`src/pkg/irq_route_pkg.sv`:
```
// Constants shared by the PCI interrupt router and its helpers.
// Assumes a single 20 MHz system clock and a synchronous active-high reset.
package irq_route_pkg;

   // ---------------------------------------------------------------
   // Sizes
   // ---------------------------------------------------------------
   localparam int          NUM_ROUTE      = 8;
   localparam int          NUM_PIC_IRQ    = 16;
   localparam int          NUM_APIC_IRQ   = 24;
   localparam int          SEL_W          = 4;
   localparam int          NUM_LEGACY_SRC = 3;

   // ---------------------------------------------------------------
   // Fixed system lines
   // ---------------------------------------------------------------
   localparam logic [4:0]  IRQ_TIMER      = 5'h00;
   localparam logic [4:0]  IRQ_KEYBOARD   = 5'h01;
   localparam logic [4:0]  IRQ_CASCADE    = 5'h02;
   localparam logic [4:0]  IRQ_RTC        = 5'h08;
   localparam logic [4:0]  IRQ_FPU        = 5'h0d;
   localparam logic [4:0]  IRQ_APIC_BASE  = 5'h10;

   // Lines a route input may be steered onto in PIC mode: 3-7, 9-12, 14, 15
   localparam logic [15:0] PIC_ROUTABLE   = 16'hdef8;

   // ---------------------------------------------------------------
   // Reset values
   // ---------------------------------------------------------------
   localparam logic [3:0]  RST_SERIAL1    = 4'h4;
   localparam logic [3:0]  RST_SERIAL2    = 4'h3;
   localparam logic [3:0]  RST_PARALLEL1  = 4'h7;
   localparam logic [3:0]  RST_ROUTE_SEL  = 4'h0;

   // Onboard route assignments: network on E, FireWire on D
   localparam int          ROUTE_IDX_D    = 3;
   localparam int          ROUTE_IDX_E    = 4;

   typedef enum logic [1:0] {
      MODE_PIC  = 2'b01,
      MODE_APIC = 2'b10
   } irq_mode_t;

endpackage : irq_route_pkg

```
`src/rtl/irq_sync2.sv`:
```
// Two-stage synchroniser for a bus of asynchronous levels.
// Assumes the inputs are quasi-static relative to CLK_SYS.
`timescale 1ns/1ns
module irq_sync2 #(
   parameter int W = 8
) (
   input  wire logic         clk,
   input  wire logic         rst,
   input  wire logic [W-1:0] din,
   input  wire logic [W-1:0] rst_val,
   output logic      [W-1:0] dout
);
   logic [W-1:0] meta_q;

   // First stage is read only by the second stage.
   // Both stages reset to the idle level of each pin, so that no false request follows reset.
   always_ff @(posedge clk) begin
      if (rst) begin
         meta_q <= rst_val;
         dout   <= rst_val;
      end else begin
         meta_q <= din;
         dout   <= meta_q;
      end
   end
endmodule : irq_sync2

```
`src/rtl/irq_steer.sv`:
```
// Steers one route request onto a 16-line PIC vector by its selector.
// Assumes the selector is already checked against the routable set.
`timescale 1ns/1ns
module irq_steer (
   input  wire logic        req,
   input  wire logic [3:0]  sel,
   input  wire logic        ok,
   output logic      [15:0] vec
);
   always_comb begin
      vec = 16'h0000;
      if (req && ok) begin
         vec[sel] = 1'b1;
      end
   end
endmodule : irq_steer

```
`src/rtl/pci_interrupt_router.sv`:
```
// PCI interrupt router: eight shared route request lines onto system IRQs.
// Assumes open-drain active-low request pins and a configuration agent
// that drives mode and selectors as plain levels on CLK_SYS.
`timescale 1ns/1ns

module pci_interrupt_router (
   input  wire logic        CLK_SYS,
   input  wire logic        RST,
   input  wire logic        APIC_MODE,
   input  wire logic [7:0]  ROUTE_REQUEST_N,
   input  wire logic        NET_INTA_N,
   input  wire logic        FW_INTA_N,
   input  wire logic [31:0] ROUTE_SEL,
   input  wire logic        TIMER_IRQ,
   input  wire logic        KEYBOARD_IRQ,
   input  wire logic        CASCADE_IRQ,
   input  wire logic        RTC_IRQ,
   input  wire logic        FPU_IRQ,
   input  wire logic        SERIAL1_IRQ,
   input  wire logic        SERIAL2_IRQ,
   input  wire logic        PARALLEL1_IRQ,
   input  wire logic        LEGACY_SEL_WE,
   input  wire logic [11:0] LEGACY_SEL,
   output logic      [23:0] SYS_IRQ,
   output logic      [7:0]  ROUTE_ACTIVE,
   output logic      [11:0] LEGACY_SEL_NOW,
   output logic      [1:0]  MODE_NOW
);

   // ---------------------------------------------------------------
   // Input synchronisation
   // ---------------------------------------------------------------
   localparam int NS = 8 + 2 + 8 + 1;
   logic [NS-1:0] raw_in;
   logic [NS-1:0] sync_in;

   assign raw_in = {APIC_MODE, PARALLEL1_IRQ, SERIAL2_IRQ, SERIAL1_IRQ, FPU_IRQ,
                    RTC_IRQ, CASCADE_IRQ, KEYBOARD_IRQ, TIMER_IRQ,
                    FW_INTA_N, NET_INTA_N, ROUTE_REQUEST_N};

   irq_sync2 #(.W(NS)) u_sync (
      .clk     (CLK_SYS),
      .rst     (RST),
      .din     (raw_in),
      .rst_val ({1'b0, 8'h00, 2'b11, 8'hff}),   // Idle levels: low-active pins high
      .dout    (sync_in)
   );

   logic [7:0] req_n_s;
   logic       net_n_s;
   logic       fw_n_s;
   logic [7:0] fixed_s;
   logic       apic_s;
   assign req_n_s = sync_in[7:0];
   assign net_n_s = sync_in[8];
   assign fw_n_s  = sync_in[9];
   assign fixed_s = sync_in[17:10];
   assign apic_s  = sync_in[18];

   // ---------------------------------------------------------------
   // Route request levels
   // ---------------------------------------------------------------
   // Extra guard: nothing is passed on at the edge that leaves reset
   logic       run_q;
   logic [7:0] req_lvl;

   always_ff @(posedge CLK_SYS) begin
      if (RST) begin
         run_q <= 1'b0;
      end else begin
         run_q <= 1'b1;
      end
   end

   // Wired-AND of open-drain sharers: active while any sharer pulls low
   always_comb begin
      req_lvl = ~req_n_s;
      req_lvl[irq_route_pkg::ROUTE_IDX_E] = ~(req_n_s[irq_route_pkg::ROUTE_IDX_E] & net_n_s);
      req_lvl[irq_route_pkg::ROUTE_IDX_D] = ~(req_n_s[irq_route_pkg::ROUTE_IDX_D] & fw_n_s);
      if (!run_q) begin
         req_lvl = 8'h00;
      end
   end

   // ---------------------------------------------------------------
   // Mode
   // ---------------------------------------------------------------
   irq_route_pkg::irq_mode_t mode_q;

   always_ff @(posedge CLK_SYS) begin
      if (RST) begin
         mode_q <= irq_route_pkg::MODE_PIC;
      end else if (apic_s) begin
         mode_q <= irq_route_pkg::MODE_APIC;
      end else begin
         mode_q <= irq_route_pkg::MODE_PIC;
      end
   end

   // ---------------------------------------------------------------
   // Selector checking
   // ---------------------------------------------------------------
   // Used for every route and legacy selector, hence a function
   function automatic logic sel_ok(input logic [3:0] s);
      sel_ok = irq_route_pkg::PIC_ROUTABLE[s];
   endfunction : sel_ok

   // ---------------------------------------------------------------
   // PIC steering of route requests
   // ---------------------------------------------------------------
   logic [15:0] steer_vec [8];
   logic [15:0] pic_pci;

   // Selectors are read live each cycle so software may move them any time
   genvar g;
   generate
      for (g = 0; g < irq_route_pkg::NUM_ROUTE; g++) begin : g_steer
         irq_steer u_steer (
            .req (req_lvl[g]),
            .sel (ROUTE_SEL[g*4 +: 4]),
            .ok  (sel_ok(ROUTE_SEL[g*4 +: 4])),
            .vec (steer_vec[g])
         );
      end
   endgenerate

   // OR-merge lets several inputs land on one line
   always_comb begin
      pic_pci = 16'h0000;
      for (int i = 0; i < irq_route_pkg::NUM_ROUTE; i++) begin
         pic_pci = pic_pci | steer_vec[i];
      end
   end

   // ---------------------------------------------------------------
   // Legacy serial and parallel line selectors
   // ---------------------------------------------------------------
   logic [3:0] ser1_sel_q;
   logic [3:0] ser2_sel_q;
   logic [3:0] par1_sel_q;

   always_ff @(posedge CLK_SYS) begin
      if (RST) begin
         ser1_sel_q <= irq_route_pkg::RST_SERIAL1;
         ser2_sel_q <= irq_route_pkg::RST_SERIAL2;
         par1_sel_q <= irq_route_pkg::RST_PARALLEL1;
      end else if (LEGACY_SEL_WE) begin
         // Illegal targets are refused so fixed lines stay clean
         if (sel_ok(LEGACY_SEL[3:0])) begin
            ser1_sel_q <= LEGACY_SEL[3:0];
         end
         if (sel_ok(LEGACY_SEL[7:4])) begin
            ser2_sel_q <= LEGACY_SEL[7:4];
         end
         if (sel_ok(LEGACY_SEL[11:8])) begin
            par1_sel_q <= LEGACY_SEL[11:8];
         end
      end
   end

   logic [15:0] legacy_vec;
   always_comb begin
      legacy_vec = 16'h0000;
      if (run_q && fixed_s[5]) begin
         legacy_vec[ser1_sel_q] = 1'b1;
      end
      if (run_q && fixed_s[6]) begin
         legacy_vec[ser2_sel_q] = 1'b1;
      end
      if (run_q && fixed_s[7]) begin
         legacy_vec[par1_sel_q] = 1'b1;
      end
   end

   // ---------------------------------------------------------------
   // Fixed system lines
   // ---------------------------------------------------------------
   logic [15:0] fixed_vec;
   always_comb begin
      fixed_vec = 16'h0000;
      fixed_vec[irq_route_pkg::IRQ_TIMER[3:0]]    = fixed_s[0];
      fixed_vec[irq_route_pkg::IRQ_KEYBOARD[3:0]] = fixed_s[1];
      fixed_vec[irq_route_pkg::IRQ_CASCADE[3:0]]  = fixed_s[2];
      fixed_vec[irq_route_pkg::IRQ_RTC[3:0]]      = fixed_s[3];
      fixed_vec[irq_route_pkg::IRQ_FPU[3:0]]      = fixed_s[4];
   end

   // ---------------------------------------------------------------
   // Output assembly
   // ---------------------------------------------------------------
   logic [23:0] irq_d;
   always_comb begin
      irq_d = {8'h00, fixed_vec | legacy_vec};
      if (mode_q == irq_route_pkg::MODE_APIC) begin
         irq_d[23:16] = req_lvl;
      end else begin
         irq_d[15:0] = irq_d[15:0] | pic_pci;
      end
   end

   always_ff @(posedge CLK_SYS) begin
      if (RST) begin
         SYS_IRQ <= 24'h000000;
      end else begin
         SYS_IRQ <= irq_d;
      end
   end

   always_ff @(posedge CLK_SYS) begin
      if (RST) begin
         ROUTE_ACTIVE   <= 8'h00;
         LEGACY_SEL_NOW <= {irq_route_pkg::RST_PARALLEL1, irq_route_pkg::RST_SERIAL2,
                            irq_route_pkg::RST_SERIAL1};
         MODE_NOW       <= irq_route_pkg::MODE_PIC;
      end else begin
         ROUTE_ACTIVE   <= req_lvl;
         LEGACY_SEL_NOW <= {par1_sel_q, ser2_sel_q, ser1_sel_q};
         MODE_NOW       <= mode_q;
      end
   end

endmodule : pci_interrupt_router

```
`config.mk`:
```
export PLATFORM = sky130hd
export DESIGN_NAME = pci_interrupt_router
export DESIGN_NICKNAME = d
export VERILOG_FILES = /design/src/pkg/irq_route_pkg.sv /design/src/rtl/irq_sync2.sv /design/src/rtl/irq_steer.sv /design/src/rtl/pci_interrupt_router.sv
export SDC_FILE = /design/constraint.sdc
export NUM_CORES = 1
export LEC_CHECK = 0
export ABC_CLOCK_PERIOD_IN_PS = 1400
export CORE_MARGIN = 2
export CORE_UTILIZATION = 35
export CTS_CLUSTER_DIAMETER = 120
export DETAILED_ROUTE_END_ITERATION = 10
export DONT_BUFFER_PORTS = 1
export PLACE_DENSITY_LB_ADDON = 0.12
export SKIP_CTS_REPAIR_TIMING = 1
export SLEW_MARGIN = 30
export SYNTH_ARGS = -nofsm -noshare
export SYNTH_HDL_FRONTEND = slang
export SYNTH_SLANG_ARGS = --single-unit
```
`constraint.sdc`:
```
create_clock -name CLK_SYS -period 1.4 [get_ports CLK_SYS]
set_input_delay 0.07 -clock CLK_SYS [delete_from_list [all_inputs] [get_ports CLK_SYS]]
set_output_delay 0.07 -clock CLK_SYS [all_outputs]
set_load 0.005 [all_outputs]
```
==> metrics.md, run 1 <==
| Metric | Value |
|---|---|
| CTS tree | yes |
| 1st-pass router iterations | 5 |
| Post-Place Cells | 711 |
| RSZ-0062 raised after global routing | yes |
| Highest clock rate | 0.591 GHz |
| H-tree levels | 3 |
| Critical Path Start | run_q |
| Synth Net Count | 550 |
| Critical path buffers and inverters | 1 |
| #FFs+latches synth | 99 |
| Final min period | 1690 ps |
| Layout cells sized above 1 | 31.5% |
| Endpoints failing hold | 0 |
| Setup crit end kind | flop |
| Failing checks | setup timing |
| Core ar. | 0.0122 mm2 |
| Min-Delay Path Class | in -> reg |
| Skew final | 8.80 ps |
| Largest net degree at the start of global routing | 73 |
| Nets | 656 |
| Setup violators final | 12 |
| Gr ovfl total | 0 |
| First-pass GRT wire length | 20400 um |
| Fin crit share | 121% |
| Post-DR wirelength/cell | 18.4 um |
| Initial antenna violation count | 0 |
| Vias after detailed routing | 4004 |
| Final Util | 50.4% |
| Die Ht | 116 um |
| Arr. time, crit path | 1890 ps |
| Worst skew pair latency | 340 ps |
| Post-synth EDFFs | 0 |
| Wirelength, routed | 14000 um |
| Worst-path clk slew | 70 ps |
| Synth Warn # | 0 |
| CP Cell Sequence | buf_6 -> nand4b_1 -> o32ai_2 -> or3_4 -> a2111oi_4 -> o22ai_1 |
| CP max FO | 7 |
| Outcome | finished, violations left |
| Leakage | 0.00233 uW |
| Post-Syn Instances | 484 |
| Worst slew margin | 65.6% |
| Vias in the first global route | 3656 |
| Detail Route Antenna Nets | 0 |
| Rows | 40 |
| Longest Clk Path Bufs | 2 |
| Total track usage | 20.2% |
| Synthesized area | 0.00441 mm2 |
| CP startpoint kind | flop |
| Post-route DRC violation count | 0 |
| Seq/Total Area, Yosys | 45.0% |
| Diodes inserted | 0 |
| Root Buffer | clkbuf_16 |
| Worst Tran Pin Value | 516 ps |
| Via-per-instance ratio | 5.25 |
| Clock buffer count from CTS | 9 |
| Slowest cell on the critical path | or3_4 |
| I/O pin cnt | 112 |
| GP Congestion | 0.949 |
| Initial Util | 36.2% |
| Most common flop cell mapped by yosys | dfxtp_1 |
| Die ar. | 0.0135 mm2 |
| HPWL Detailed | 10600 um |
| Die Width | 116 um |
| Ys async rst share | 0% |
| Reg-to-reg startpoint | run_q |
| Crit path max-delay family | simple AND/OR/NAND/NOR gates |
| Layout Cells excl Fill | 762 |
| Worst setup margin | -292 ps |
| Crit path required time | 1600 ps |
| Maxcap violations | 0 |
| Total design power | 6200 uW |
| Area Overhead vs Synth | 39.2% |
| Clock sinks | 99 |
| WS Path Type | reg -> reg |
| Worst path max stage delay | 410 ps |
| Min-delay src | RST |
| PwrDens | 1010 mW/mm2 |
| Fillers | 1173 |
| Syn Area/Cell | 9.10 um2 |
| Yosys cell types | 62 |
| I/O Buffers | 0 |
| Slew Viols, Final | 0 |
| VDD IR-drop max | 0.000923 V |
| Initial DRC Count | 273 |
area by class of cell:
type                            instances  area, um2  share of cell area, %
Clock buffer                           10        239                   3.90
Tap cell                              168        210                   3.43
Sequential cell                        99       1990                   32.4
Timing Repair Buffer                  121       1060                   17.3
Inverter                               12       45.0                  0.735
Clock inverter                          5       70.1                   1.14
Multi-Input combinational cell        347       2520                   41.0
flip-flops by register name, indices dropped and copies added, names as in the netlist:
register,flops
LEGACY_SEL_NOW,12
u_sync.dout,19
par1_sel_q,4
mode_q,2
ser1_sel_q,4
run_q,1
SYS_IRQ,24
ser2_sel_q,4
MODE_NOW,2
u_sync.meta_q,19
ROUTE_ACTIVE,8
cells in the mapped netlist (all sizes together) (3+ instances only):
library cell,number,area share [%]
nand2,34,3.0
maj3,3,0.68
o31ai,4,0.68
nor2b,30,4.6
a2111oi,4,0.94
mux2i,9,2.0
nor3b,9,1.8
or2,27,3.8
and3,4,0.57
nand3,22,2.9
a32oi,3,0.60
inv,12,1.0
nand4bb,5,1.3
nand4,7,1.1
nand3b,3,0.51
o211ai,3,0.51
or3,8,1.2
o21ai,5,0.57
nor3,19,2.2
nand4b,13,2.7
and3b,4,0.79
buf,5,1.2
nor4b,4,0.79
nand2b,10,1.4
nor2,41,3.5
o22ai,18,2.6
o32ai,7,1.4
clkbuf,21,1.8
dfxtp,99,45
a21oi,13,1.5
a31oi,10,1.4
per-layer routing:
metal,vias to the layer above,global-route usage (%),wire (um)
met4,0,7.14,214
met5,-,0,0
met2,134,29.2,6200
met3,16,5.24,898
li1,1983,-,-
met1,1871,29.1,6700
worst paths after layout:
path | endpoint | cells after the start | slack, ps
worst max-delay path | SYS_IRQ[10] | 6 | -290
worst min-delay path | run_q | 2 | 30
worst max register to register | SYS_IRQ[10] | 6 | -290
worst min register to register | mode_q[0] | 1 | 390
power breakdown:
part / internal (uW) / switching, uW / total [uW]
clock network: 1450 / 1060 / 2520
logic: 379 / 299 / 679
registers: 2920 / 78.8 / 3000
total: 4760 / 1440 / 6200
cells in the final DEF (no fill, tap or decap), types with 5 or more instances in the layout:
cell type      synthesis  final
dfxtp_1               99     95
buf_4                  1     78
nor2_1                41     40
dlygate4sd3_1          0     33
nand2_1               32     32
or2_2                 27     26
nor2b_1               28     26
nand3_1               20     18
o22ai_1               18     14
nor3_1                19     14
inv_1                 12     12
a21oi_1               13     12
nand4b_1              12     12
a31oi_1               10     10
nand2b_1              10     10
mux2i_1                9      9
clkbuf_16              0      9
nor3b_1                7      7
buf_6                  4      7
nand4_1                6      6
or3_1                  7      6
nor3_2                 0      5
o32ai_1                7      5
per-stage QoR:
step | TNS [ps] | setup WS [ps] | hold slack [ps] | area, um2
detailed placement | -4570 | -500 | 149 | 5150
global route | -2890 | -334 | 23.2 | 6130
CTS | -4840 | -505 | -225 | 5460
finish | -1900 | -292 | 25.8 | 6130
global placement | -4320 | -561 | 149 | 5150
floorplan | -281 | -69.9 | 174 | 4410
kinds of logic (layout without fill, tap and decap cells):
group | Yosys count | count (layout) | share of synthesized area, %
AO/OA/AOI/OAI | 86 | 86 | 14.2
multiplexers | 9 | 9 | 2.04
adder cells (fa/ha/maj) | 3 | 3 | 0.681
buffers and inverters | 38 | 148 | 4.06
AND/OR/NAND/NOR | 249 | 249 | 34.0
flip-flops | 99 | 99 | 45.0
Power figures use the tool's default switching activity.
==> run 2: changes to the inputs <==
--- a/config.mk
+++ b/config.mk
@@ -11,7 +11,7 @@
 export CTS_CLUSTER_DIAMETER = 120
 export DETAILED_ROUTE_END_ITERATION = 10
 export DONT_BUFFER_PORTS = 1
-export PLACE_DENSITY_LB_ADDON = 0.12
+export PLACE_DENSITY = 0.58
 export SKIP_CTS_REPAIR_TIMING = 1
 export SLEW_MARGIN = 30
 export SYNTH_ARGS = -nofsm -noshare
==> run 2 against run 1 <==
- the flow still finishes with violations (setup timing)
- worst hold slack got worse by 4.1 ps
- sequential share of layout area decreased by 1.6 points
- critical path depth increased by 1
- final cell count increased by 1.6%
- setup slack got worse by 15 ps
- global-route usage decreased by 0.28 points
- register-to-register slack about the same
- critical endpoint is now SYS_IRQ[11]
==> metrics.md, run 2 (same netlist as run 1, synthesis figures left out) <==
| Metric | Value |
|---|---|
| Setup crit end kind | flop |
| Worst-path clk slew | 70 ps (about the same) |
| 1st-pass router iterations | 7 (+2) |
| R2R Setup Slk | -310 ps (about the same) |
| Critical path buffers and inverters | 2 (+1) |
| Gr ovfl total | 0 (unchanged) |
| Vias after detailed routing | 4191 (+4.7%) |
| Min-delay src | RST |
| Sequential power share | 46.9% (-1.5 points) |
| Endpoints failing hold | 0 (unchanged) |
| CP Cell Sequence | buf_12 -> buf_8 -> nand4b_1 -> a2bb2oi_2 -> o221ai_1 -> o31ai_1 -> a31oi_1 |
| Pint | 4910 uW (+3.2%) |
| Post-DR wirelength/cell | 18.5 um (+0.65%) |
| Slew Viols, Final | 0 (unchanged) |
| Post-route DRC violation count | 0 (unchanged) |
| Final min period | 1710 ps (+14.6 ps) |
| Worst path max stage delay | 370 ps (-40 ps) |
| Highest clock rate | 0.586 GHz (-0.86%) |
| Fin Setup TNS | -2440 ps (-541 ps) |
| Worst setup margin | -307 ps (-14.6 ps) |
| Leakage | 0.00248 uW (+6.3%) |
| Crit path required time | 1620 ps (+20 ps) |
| Die Ht | 116 um (unchanged) |
| Largest register by flop count | SYS_IRQ |
| Slowest cell on the critical path | dfxtp_4 |
| Via-per-instance ratio | 5.41 (+3.0%) |
| I/O pin cnt | 112 (unchanged) |
| CP startpoint kind | flop |
| Clock buffer count from CTS | 9 (unchanged) |
| Fin crit share | 122% (+1.0 points) |
| Initial Util | 36.2% (unchanged) |
| Worst Hold Path Cells | 2 (unchanged) |
| Root Buffer | clkbuf_16 |
| Die ar. | 0.0135 mm2 (unchanged) |
| Cell count of the worst reg-to-reg path | 7 (+1) |
| Top flop regs | SYS_IRQ: 24 flops, u_sync.dout: 19 flops, u_sync.meta_q: 19 flops |
| Wirelength, routed | 14300 um (+2.2%) |
| Switching part of the total | 23.1% (-0.16 points) |
| Sw Pwr | 1470 uW (+2.3%) |
| Longest Clk Path Bufs | 2 (unchanged) |
| Final Util | 53.1% (+2.7 points) |
| Initial antenna violation count | 0 (unchanged) |
| Worst slew margin | 67.9% (+2.3 points) |
| Worst Tran Pin Value | 475 ps (-41.0 ps) |
| Worst skew pair latency | 340 ps (about the same) |
| Detail Route Antenna Nets | 0 (unchanged) |
| Vias in the first global route | 3719 (+1.7%) |
| VDD IR-drop max | 0.000827 V (-10%) |
| Clock sinks | 99 (unchanged) |
| Skew final | 6.68 ps (-2.12 ps) |
| Total design power | 6380 uW (+3.0%) |
| H-tree levels | 3 (unchanged) |
| Outcome | finished, violations left |
| Fillers | 1115 (-4.9%) |
| Diodes inserted | 0 (unchanged) |
| Initial DRC Count | 199 (-27%) |
| FF-to-FF End | SYS_IRQ[11] |
| PwrDens | 988 mW/mm2 (-2.2%) |
| First-pass GRT wire length | 20400 um (+0.17%) |
| Layout Cells excl Fill | 774 (+1.6%) |
| Post-Place Cells | 713 (+0.28%) |
| Most frequent cells in the layout | 97 x dfxtp_1, 83 x buf_4, 39 x nor2_1 |
| Clock share of power | 41.4% (+0.8 points) |
| Total track usage | 19.9% (-0.28 points) |
| Hold endpoint | run_q |
| Crit path max-delay family | compound AO/OA/AOI/OAI gates |
| Commonest non-fill, non-tap cell in the layout | dfxtp_1 |
| CTS tree | yes |
| Die Width | 116 um (unchanged) |
| RSZ-0062 raised after global routing | yes |
| Arr. time, crit path | 1930 ps (+40 ps) |
| Largest net degree at the start of global routing | 73 (unchanged) |
| Max FFs per register | 24 (unchanged) |
| HPWL Detailed | 10500 um (-1.3%) |
| Min-Delay Path Class | in -> reg |
| Rows | 40 (unchanged) |
| I/O Buffers | 0 (unchanged) |
| Logic pwr share | 11.6% (+0.7 points) |
| Maxcap violations | 0 (unchanged) |
| Setup violators final | 14 (+2) |
| GP Congestion | 1.03 (+8.4%) |
| Core ar. | 0.0122 mm2 (unchanged) |
| Nets | 667 (+1.7%) |
| Layout cells sized above 1 | 35.0% (+3.5 points) |
| WS Path Type | reg -> reg |
| Area Overhead vs Synth | 46.6% |
| CP max FO | 7 (unchanged) |
| Reg-to-reg startpoint | run_q |
| Failing checks | setup timing |
-- run 2: changes by cell type in the layout (fill, tap and decap cells not counted), sizes merged --
cell         change
buf              +8
bufinv           +1
clkinvlp         +2
dlygate4sd3      +2
inv              -1
-- run 2: worst max-delay path by stage --
stage,from,to,slack (ps),cells after the start
2_1_floorplan,run_q,SYS_IRQ[10],-70,7
3_3_place_gp,run_q,SYS_IRQ[10],-370,6
3_5_place_dp,run_q,SYS_IRQ[10],-320,6
4_1_cts,run_q,SYS_IRQ[10],-350,6
5_1_grt,run_q,SYS_IRQ[10],-360,6
6_report,run_q,SYS_IRQ[11],-310,7
-- run 2: per-stage QoR --
step                hold WS (ps)  instance area (um2)  setup WS [ps]
finish                      21.8                 6460           -307
global route                14.6                 6460           -362
CTS                         -222                 5490           -349
detailed placement           148                 5160           -325
global placement             149                 5160           -368
floorplan                    174                 4410          -69.9
-- run 2: worst register-to-register path: cells and delay by family, from the launching register on --
| family | cells | cell delay (ps) |
|---|---|---|
| buffers and inverters | 2 | 270 |
| AO/OA/AOI/OAI | 4 | 770 |
| flip-flops | 1 | 370 |
| AND/OR/NAND/NOR | 1 | 180 |
-- run 2: area by class of cell --
class / count / area [um2] / area share (%)
flip-flops and latches: 99 / 1990 / 30.8
clock inverters: 7 / 101 / 1.57
clock buffers: 9 / 225 / 3.49
well taps: 168 / 210 / 3.25
multi-input cells: 347 / 2690 / 41.7
repair buffers: 132 / 1190 / 18.5
inverters: 12 / 45.0 / 0.697
-- run 2: metal layers --
metal  up-vias  share of wire, %  global-route usage (%)
li1       2004                 -                       -
met1      1992                47                    28.4
met2       166                44                    29.2
met3        29               7.5                    5.24
met4         0               2.2                    6.83
met5         -                 0                       0
-- run 2: power by group through the flow --
stage                     sequential, uW  clock (uW)  combinational [uW]
final                               3000        2640                 742
after global routing                3010        2840                 797
after CTS                           2990        2710                 523
after detailed placement            3060           0                 521
after global placement              3060           0                 523
after floorplan                     3030           0                 348
